<file path="src/core/dbd_defines.svh">
// Constants for the delayed-branch decoder
// What this block does
// - Decode opcode 15..8, zero bit 7, field 6..1, sign bit 0; offset sign-extended.
// - Displacement is an even signed byte distance from -128 to +126.
// - Target is displacement plus address of first byte after the branch.
// - Opcode e8 branches only when negative flag is one.
// - Opcode e9 branches only when negative flag is zero.
// - Opcode e5 branches only when carry flag is zero.
// - Opcode e3 branches only when zero flag is zero.
// - Opcode e1 branches only when overflow flag is zero.
// - Opcode e6 branches when carry or zero flag is one.
// - Opcode ec always loads the target, then runs the delay instruction.
// - Condition flags and cache-mode flag stay unchanged by any delayed branch.
// - The single instruction after a delayed branch always executes.
// - Not taken: delay instruction runs normally, PC and length code advance.
// - Taken: delay instruction finishes first, does not advance PC holding target.
// - Taken: PC operand read by delay instruction yields the target.
`ifndef DBD_DEFINES_SVH
`define DBD_DEFINES_SVH
`define DBD_OP_JUMP_IF_MINUS 8'he8
`define DBD_OP_JUMP_IF_PLUS 8'he9
`define DBD_OP_JUMP_IF_CARRY_CLEAR 8'he5
`define DBD_OP_JUMP_IF_NONZERO 8'he3
`define DBD_OP_JUMP_IF_NO_OVERFLOW 8'he1
`define DBD_OP_JUMP_IF_BELOW_OR_SAME 8'he6
`define DBD_OP_JUMP_ALWAYS 8'hec
`define DBD_OPC_MSB 15
`define DBD_OPC_LSB 8
`define DBD_ZERO_BIT 7
`define DBD_FIELD_MSB 6
`define DBD_FIELD_LSB 1
`define DBD_SIGN_BIT 0
`define DBD_SIGN_REPEAT 25
`define DBD_BRANCH_BYTES 32'h0000_0002
`define DBD_PC_RESET 32'h0000_0000
`endif

</file>
<file path="src/core/dbd_pkg.sv">
// Types shared by the delayed-branch decoder files
package dbd_pkg;
    typedef struct packed {
        logic neg;
        logic zero;
        logic carry;
        logic ovf;
        logic cacheMode;
    } dbd_flags_t;

    typedef enum logic [2:0] {
        DBD_JMP_MINUS = 3'h0,
        DBD_JMP_PLUS = 3'h1,
        DBD_JMP_CARRY_CLEAR = 3'h2,
        DBD_JMP_NONZERO = 3'h3,
        DBD_JMP_NO_OVERFLOW = 3'h4,
        DBD_JMP_BELOW_OR_SAME = 3'h5,
        DBD_JMP_ALWAYS = 3'h6,
        DBD_JMP_NONE = 3'h7
    } dbd_cond_t;

    typedef struct packed {
        logic isBranch;
        dbd_cond_t cond;
        logic [31:0] disp;
    } dbd_decode_t;

    typedef enum logic [1:0] {
        DBD_ST_NORMAL = 2'b00,
        DBD_ST_DELAY_SEQ = 2'b01,
        DBD_ST_DELAY_TAKEN = 2'b10
    } dbd_state_t;
endpackage

</file>
<file path="src/core/dbd_delayed_branch.sv">
// Delayed-branch decode and program counter sequencing
`timescale 1ns/10ps
`default_nettype none
`include "dbd_defines.svh"
module dbd_delayed_branch (
    input wire logic ref_clk,
    input wire logic rst,
    input wire logic instrValid,
    input wire logic [15:0] instr,
    input wire logic [1:0] instrLength,
    input wire dbd_pkg::dbd_flags_t flagsIn,
    input wire logic delayException,
    output logic [31:0] pc,
    output logic [31:0] pcOperand,
    output dbd_pkg::dbd_flags_t flagsOut,
    output logic [1:0] instruction_length_code,
    output logic branchTaken,
    output logic inDelaySlot,
    output logic exceptionOut
);
    import dbd_pkg::*;

    dbd_decode_t dec;
    dbd_state_t state;
    dbd_state_t next_state;
    logic condMet;
    logic [31:0] seqPc;
    logic [31:0] target;
    logic [31:0] next_pc;
    logic isBranchNow;

    dbd_field_decode fieldDecode (
        .instr(instr),
        .dec(dec)
    );

    // Only instructions outside the delay slot may open a new delayed branch
    assign isBranchNow = instrValid && dec.isBranch && (state == DBD_ST_NORMAL);

    // Condition test on the live flags
    always_comb begin
        unique case (dec.cond)
            DBD_JMP_MINUS: condMet = flagsIn.neg;
            DBD_JMP_PLUS: condMet = !flagsIn.neg;
            DBD_JMP_CARRY_CLEAR: condMet = !flagsIn.carry;
            DBD_JMP_NONZERO: condMet = !flagsIn.zero;
            DBD_JMP_NO_OVERFLOW: condMet = !flagsIn.ovf;
            DBD_JMP_BELOW_OR_SAME: condMet = flagsIn.carry || flagsIn.zero;
            DBD_JMP_ALWAYS: condMet = 1'b1;
            DBD_JMP_NONE: condMet = 1'b0;
        endcase
    end

    // target from address after the branch
    always_comb begin
        seqPc = pc + {29'h0, instrLength, 1'b0};
        target = pc + `DBD_BRANCH_BYTES + dec.disp;
    end

    // Next state and next pc
    always_comb begin
        next_state = state;
        next_pc = pc;
        if (instrValid) begin
            unique case (state)
                DBD_ST_NORMAL: begin
                    if (isBranchNow && condMet) begin
                        // pc holds the target through the slot
                        next_pc = target;
                        next_state = DBD_ST_DELAY_TAKEN;
                    end else if (isBranchNow) begin
                        // untaken branch steps over its own halfword only
                        next_pc = pc + `DBD_BRANCH_BYTES;
                        next_state = DBD_ST_DELAY_SEQ;
                    end else begin
                        next_pc = seqPc;
                    end
                end
                DBD_ST_DELAY_SEQ: begin
                    next_pc = seqPc;
                    next_state = DBD_ST_NORMAL;
                end
                DBD_ST_DELAY_TAKEN: begin
                    next_pc = pc;
                    next_state = DBD_ST_NORMAL;
                end
                default: begin
                    next_pc = pc;
                    next_state = DBD_ST_NORMAL;
                end
            endcase
        end
    end

    // slot state always serves one instruction
    always_ff @(posedge ref_clk) begin
        if (rst) begin
            state <= DBD_ST_NORMAL;
        end else begin
            state <= next_state;
        end
    end

    // Program counter register
    always_ff @(posedge ref_clk) begin
        if (rst) begin
            pc <= `DBD_PC_RESET;
        end else begin
            pc <= next_pc;
        end
    end

    // operand seen by the delay instruction
    always_ff @(posedge ref_clk) begin
        if (rst) begin
            pcOperand <= `DBD_PC_RESET;
        end else if (next_state == DBD_ST_DELAY_TAKEN) begin
            pcOperand <= next_pc;
        end else begin
            pcOperand <= next_pc + `DBD_BRANCH_BYTES;
        end
    end

    always_ff @(posedge ref_clk) begin
        if (rst) begin
            flagsOut <= '0;
        end else begin
            flagsOut <= flagsIn;
        end
    end

    always_ff @(posedge ref_clk) begin
        if (rst) begin
            instruction_length_code <= 2'h0;
        end else if (instrValid && state != DBD_ST_DELAY_TAKEN) begin
            instruction_length_code <= instrLength;
        end
    end

    // Status strobes
    always_ff @(posedge ref_clk) begin
        if (rst) begin
            branchTaken <= 1'b0;
            inDelaySlot <= 1'b0;
        end else begin
            branchTaken <= isBranchNow && condMet;
            inDelaySlot <= next_state != DBD_ST_NORMAL;
        end
    end

    // only the delay instruction can fault
    always_ff @(posedge ref_clk) begin
        if (rst) begin
            exceptionOut <= 1'b0;
        end else begin
            exceptionOut <= delayException && instrValid && (state != DBD_ST_NORMAL);
        end
    end
endmodule
`default_nettype wire

</file>
<file path="src/core/dbd_field_decode.sv">
// Combinational decode of the pc-relative delayed-branch format
`timescale 1ns/10ps
`default_nettype none
`include "dbd_defines.svh"
module dbd_field_decode (
    input wire logic [15:0] instr,
    output dbd_pkg::dbd_decode_t dec
);
    import dbd_pkg::*;

    // Opcode to condition class
    function automatic dbd_cond_t opToCond(input logic [7:0] op);
        case (op)
            `DBD_OP_JUMP_IF_MINUS: opToCond = DBD_JMP_MINUS;
            `DBD_OP_JUMP_IF_PLUS: opToCond = DBD_JMP_PLUS;
            `DBD_OP_JUMP_IF_CARRY_CLEAR: opToCond = DBD_JMP_CARRY_CLEAR;
            `DBD_OP_JUMP_IF_NONZERO: opToCond = DBD_JMP_NONZERO;
            `DBD_OP_JUMP_IF_NO_OVERFLOW: opToCond = DBD_JMP_NO_OVERFLOW;
            `DBD_OP_JUMP_IF_BELOW_OR_SAME: opToCond = DBD_JMP_BELOW_OR_SAME;
            `DBD_OP_JUMP_ALWAYS: opToCond = DBD_JMP_ALWAYS;
            default: opToCond = DBD_JMP_NONE;
        endcase
    endfunction

    dbd_cond_t cond;

    always_comb begin
        cond = opToCond(instr[`DBD_OPC_MSB:`DBD_OPC_LSB]);
        dec.isBranch = (cond != DBD_JMP_NONE) && !instr[`DBD_ZERO_BIT];
        dec.cond = cond;
        dec.disp = {{`DBD_SIGN_REPEAT{instr[`DBD_SIGN_BIT]}}, instr[`DBD_FIELD_MSB:`DBD_FIELD_LSB], 1'b0};
    end
endmodule
`default_nettype wire

</file>
<file path="config.mk">
export PLATFORM = sky130hd
export DESIGN_NAME = dbd_delayed_branch
export DESIGN_NICKNAME = d
export VERILOG_FILES = /design/src/core/dbd_pkg.sv /design/src/core/dbd_delayed_branch.sv /design/src/core/dbd_field_decode.sv
export VERILOG_INCLUDE_DIRS = /design/src /design/src/core
export SDC_FILE = /design/constraint.sdc
export NUM_CORES = 1
export LEC_CHECK = 0
export BUFFER_PORTS_ARGS = -buffer_cell sky130_fd_sc_hd__buf_4
export CAP_MARGIN = 10
export CORE_AREA = 3 3 113 142
export CTS_BUF_LIST = sky130_fd_sc_hd__clkbuf_4 sky130_fd_sc_hd__clkbuf_8 sky130_fd_sc_hd__clkbuf_16
export DETAILED_ROUTE_END_ITERATION = 10
export DIE_AREA = 0 0 116 145
export PLACE_DENSITY = 0.7
export SLEW_MARGIN = 20
export SYNTH_ARGS = -nofsm -noshare
export SYNTH_HDL_FRONTEND = slang
export SYNTH_SLANG_ARGS = --single-unit
</file>
<file path="constraint.sdc">
create_clock -name ref_clk -period 6.4 [get_ports ref_clk]
set_clock_uncertainty 0.05 [all_clocks]
set_input_delay 0.64 -clock ref_clk [delete_from_list [all_inputs] [get_ports ref_clk]]
set_output_delay 0.64 -clock ref_clk [all_outputs]
set_load 0.05 [all_outputs]
</file>
**After elaboration in Yosys (flattened, before gate mapping)**

Index checks and enable logic that the tools add are counted.

- Word-level logic and storage cells: 62
- Bits in read-only memories: 0
- Memory bits (writable): 0
- Bits in registers: 76
- Memories: 0
- Output and inout bits: 74
- Bits in latches: 0
- Input port bits: 27

- Equal/unequal tests: 18
- Add/sub/neg operators: 4
- $mul: 0
- $lt $le $gt $ge: 0
- Divide/modulo/power cells: 0
- Shifts and indexed selects: 0
- Reduce and logical (&&, ||, !) cells: 17
- Mux-type cells: 11
- Bitwise logic cells: 0

Operators with widths:

| cell | count |
|---|---|
| 2-to-1 mux 32 bit | 4 |
| adder 32 x 2 -> 32 bit, second input constant | 2 |
| one-hot mux 32 bit (2 select lines) | 1 |
| equality test 8 bit, second input constant | 7 |
| adder 32 x 3 -> 32 bit | 1 |
| adder 32 bit | 1 |
| one-hot mux 3 bit (7 select lines) | 1 |
| equality test 3 bit, second input constant | 4 |
| 2-to-1 mux 2 bit | 4 |
| one-hot mux 1 bit (8 select lines) | 1 |
| logical AND 1 bit | 7 |
| equality test 3 x 2 -> 1 bit, second input constant | 2 |
| logical NOT 1 bit | 5 |
| nonzero test 2 bit | 2 |
| equality test 3 x 1 -> 1 bit, second input constant | 1 |
| logical NOT 3 bit | 1 |
| inequality test 3 bit, second input constant | 1 |
| equality test 2 x 1 -> 1 bit, second input constant | 1 |
| equality test 2 bit, second input constant | 1 |
| logical NOT 2 bit | 1 |
| inequality test 2 bit, second input constant | 1 |
| logical OR 1 bit | 1 |

**Longest topological paths before layout**

- Word-level depth: 12
- Depth in mapped cells: 21
- Depth with buffers taken out: 17

**By module**

Synthesis repeated with hierarchy kept, for this count alone.

- Cells, all modules: 1,065
- Area, all modules: 7,858.8 um^2

By module, submodules not included:

| module | cells each | instances | sequential area each (um^2) | area an instance (um^2) |
|---|---|---|---|---|
| dbd_delayed_branch | 1,012 | 1 | 1,501.4 | 7,478.4 |
| dbd_field_decode | 53 | 1 | 0.0 | 380.4 |

**Worst setup path after synthesis**

OpenSTA, ideal clock, no wires.

- Kind: flip-flop to flip-flop
- From: register pc[4]
- To: register pcOperand[30]
- Stages on the path, launching flop included: 21
- Period minus slack after synthesis: 4,967 ps
- Setup time: 123 ps
- Data required time: 6,227 ps
- Data arrival time: 4,794 ps
- Setup slack: 1,433 ps
- Cell sequence: dfxtp_1 buf_2 and4_1 clkbuf_1 buf_2 and2_1 nand3_1 xnor2_1 ha_1 clkbuf_1 nand2_1 a211oi_1 a21oi_1 and3b_1 o31ai_1 o2111ai_1 nor4_4 nand2_1 nor3b_2 nand4_1 mux2_1

- Word-level cells in the longest chain between the ends: 7
- Elaborated cells between the ends (all ways): 9

Ends and longest elaborated chain:

| what | line | source |
|---|---|---|
| start, declared | dbd_delayed_branch.sv:13 | `output logic [31:0] pc,` |
| start signal, assigned | dbd_delayed_branch.sv:107 | `` pc <= `DBD_PC_RESET; `` |
| start signal, assigned | dbd_delayed_branch.sv:109 | `pc <= next_pc;` |
| adder 32 x 2 -> 32 bit (no source line) / adder 32 x 3 -> 32 bit (equally long branches) | - |  |
| adder 32 bit / 2-to-1 mux 32 bit (equally long branches) | dbd_delayed_branch.sv:57, dbd_delayed_branch.sv:71 |  |
| 2-to-1 mux 32 bit | dbd_delayed_branch.sv:67 | `if (isBranchNow && condMet) begin` |
| one-hot mux 32 bit (2 select lines) | dbd_delayed_branch.sv:65 | `unique case (state)` |
| 2-to-1 mux 32 bit (*) | dbd_delayed_branch.sv:64 | `if (instrValid) begin` |
| adder 32 x 2 -> 32 bit (no source line) | - |  |
| 2-to-1 mux 32 bit (*) | dbd_delayed_branch.sv:117 | `end else if (next_state == DBD_ST_DELAY_TAKEN) begin` |
| end signal, assigned | dbd_delayed_branch.sv:116 | `` pcOperand <= `DBD_PC_RESET; `` |
| end signal, assigned | dbd_delayed_branch.sv:118 | `pcOperand <= next_pc;` |
| end signal, assigned | dbd_delayed_branch.sv:120 | `` pcOperand <= next_pc + `DBD_BRANCH_BYTES; `` |
| end, declared | dbd_delayed_branch.sv:14 | `output logic [31:0] pcOperand,` |

Every way passes the cells marked *; elsewhere a longest branch is shown, timed or not.
A chain may end at the register's enable or synchronous reset.

**Final worst setup path**

- From: register pc[3]
- To: register pcOperand[29]

Same word-level chain as after synthesis.

==> flow_summary_export.csv <==
group,metric,value,unit
outcome,status,"finished clean",
clock_network,holdBufCountCts,0,
timing,drv_slew,0,
critical_path,r2r-start,"pc[3]",
flow_run,timing.max_cap.violations,0,
placed_design,dpl.hpwl,18200,um
yosys,synth_cells,977,
yosys,synth_area,7340,sq um
timing,hold-worst-slack,0.453,ns
clock_network,cts_made_buffers,9,
global_route,grt_pass1_wl,38200,um
drt,drt_pass1_iterations,8,
clock_network,cts_setup_buffers,0,
final_layout,stdcell_area,8380,sq um
yosys,yosysUniqueCellTypes,84,
floorplanning,chipWidth,116,um
placed_design,placed_area,8060,sq um
yosys,ys_seq_elements,74,
clock_network,cts_resized,0,
final_layout,drive_above_1_share,14.8,%
drt,wl_per_cell,20.0,um
timing,final-setup-viol-count,0,
pwr,p_leak,0.00333,uW
global_route,grtUsageMet3,3.71,%
final_layout,fillers,1431,
yosys,synthArstFlopShare,0,%
hold_path,worst_hold_path_type,"reg2reg",
timing,tightest_slew,0.978,ns
global_route,use_met2,44.6,%
global_route,grtUsageMet1,38.8,%
timing,fin_crit_sh,85.5,%
yosys,yosysWarnings,0,
clock_network,clock_latency,0.34,ns
timing,fin_tns_setup,0,ns
final_layout,final_cell_mix,"nor2_1, buf_4, dfxtp_1",
placed_design,place.gp.congestion,1.01,
drt,drc,0,
clock_network,cts_tree,"built",
timing,min_period,5.47,ns
final_layout,syn_to_final_growth,14.1,%
floorplanning,initial_core_util,49.3,%
floorplanning,io_pins,101,
drt,antenna_left,0,
clock_network,htree_levels,3,
critical_path,crit_arrival,5.61,ns
timing,timing.fmax,0.183,GHz
clock_network,cts.clk_slew.worst_paths,0.06,ns
global_route,grt_max_degree,75,
clock_network,root_buffer,"clkbuf_16",
final_layout,multiInputGateArea,5480,sq um
critical_path,crit_path_max_fanout,16,
floorplanning,row_count,50,
final_layout,n_antenna_cell,0,
yosys,ys.flop_type,"dfxtp_1",
drt,drtIter0Drc,1037,
global_route,grt_util_all_layers,28.1,%
final_layout,final_nets,1095,
critical_path,worst_setup_path_start_kind,"flop",
timing,rsz0062_at_grt,"no",
global_route,first_global_vias,7095,
final_layout,mostFrequentLayoutCell,"nor2_1",
floorplanning,die_h,145,um
drt,vias,7890,
pwr,vdd_drop_max,0.000118,V
timing,relSlewSlack,34.5,%
timing,hold_viol,0,
clock_network,clock_path_buffers,2,
critical_path,required,6.54,ns
critical_path,startpoint,"pc[3]",
yosys,yosysSeqAreaShare,20.2,%
critical_path,r2r_cells,15,
drt,wl,24300,um
global_route,grt-busiest-layer,"met2",
placed_design,portBuffers,98,
critical_path,criticalPathCategory,"reg2reg",
hold_path,holdPathStages,2,
floorplanning,core,14900,sq um
critical_path,endpoint_kind,"flop",
global_route,antenna_found_initial,0,
yosys,synth.avg_cell_area,7.51,sq um
floorplanning,die_area,16800,sq um
drt,vias_per_cell,6.50,
final_layout,final_util,56.3,%
global_route,overflow,0,
pwr,powerDensity,151,nW/um^2
yosys,synth-edff-count,0,
clock_network,numClockSinks,74,
final_layout,regArea,1480,sq um
hold_path,hp-start,"instruction_length_code[1]",
-- registers in the layout, indices dropped and copies added (netlist names) --
name,count
exceptionOut,1
branchTaken,1
inDelaySlot,1
pcOperand,31
state,2
pc,31
instruction_length_code,2
flagsOut,5
-- Yosys cell counts (17+ instances only) --
cell type / number / area, sq um
nand2_1: 70 / 263
a21oi_1: 60 / 300
nor2_1: 110 / 413
o211ai_1: 17 / 128
nand3_1: 36 / 180
nor3_1: 29 / 145
inv_1: 17 / 63.8
xnor2_1: 48 / 420
dfxtp_1: 74 / 1480
clkbuf_1: 48 / 180
ha_1: 40 / 500
nand2b_1: 17 / 106
xor2_1: 33 / 289
and3_1: 18 / 113
nor2b_1: 18 / 113
mux2i_1: 18 / 180
o21ai_0: 45 / 225
nand4_1: 38 / 238
-- metrics by stage --
stage          total power, uW  std cells  setup slack (ns)
4_1_cts                   1260       1213              1.05
5_1_grt                   1310       1213             0.456
2_1_floorplan              671        978              1.43
3_3_place_gp               743       1197              1.21
6_report                  1270       1213             0.928
3_5_place_dp               745       1197              1.09
-- report_power, final --
part,switching [uW],internal [uW],total (uW)
sequential,11.8,471,483
clock,211,317,527
combinational,169,87.7,257
-- kinds of logic after synthesis --
group                      Yosys count  synth area share (%)
AOI/OAI and AO/OA                  244                  22.6
xor gates and xnor gates            81                  9.67
adders and majority gates           42                  7.36
buffers and inverters               88                  5.32
DFF                                 74                  20.2
muxes                               21                  2.92
other                                1                0.0511
and+or+nand+nor                    426                  31.9
-- worst max-delay path, cell delays in order (launching register included) --
cell and delay [ns]:
dfxtp_1 0.58, and4_1 0.59, nand4_1 0.28, xnor2_1 0.23, ha_1 0.47, nand4_1 0.17
a211oi_1 0.31, a21oi_1 0.24, and3b_1 0.25, o31ai_1 0.39, o2111ai_1 0.37, nor4_4 0.45
nand4_1 0.36, nor2_1 0.32, nand3_1 0.10, nor3b_1 0.16
-- area by class of cell --
class	instances	share of cell area, %
multi-input cells	816	65.5
flip-flops and latches	74	17.7
repair buffers	107	9.59
clock buffers	10	2.85
well taps	182	2.72
clock inverters	6	0.866
inverters	18	0.807
-- per-layer routing --
layer  vias up  share of wire, %
li1       3716                 -
met1      3675                42
met2       430                46
met3        69               8.8
met4         0               3.5
met5         -                 0
-- final timing paths --
| kind | end | slack, ns |
|---|---|---|
| worst max-delay path | pcOperand[29] | 0.93 |
| worst min-delay path | instruction_length_code[1] | 0.45 |
| worst max register to register | pcOperand[29] | 0.93 |
| worst min register to register | instruction_length_code[1] | 0.45 |
No activity file was read; power rests on OpenSTA's default activity.
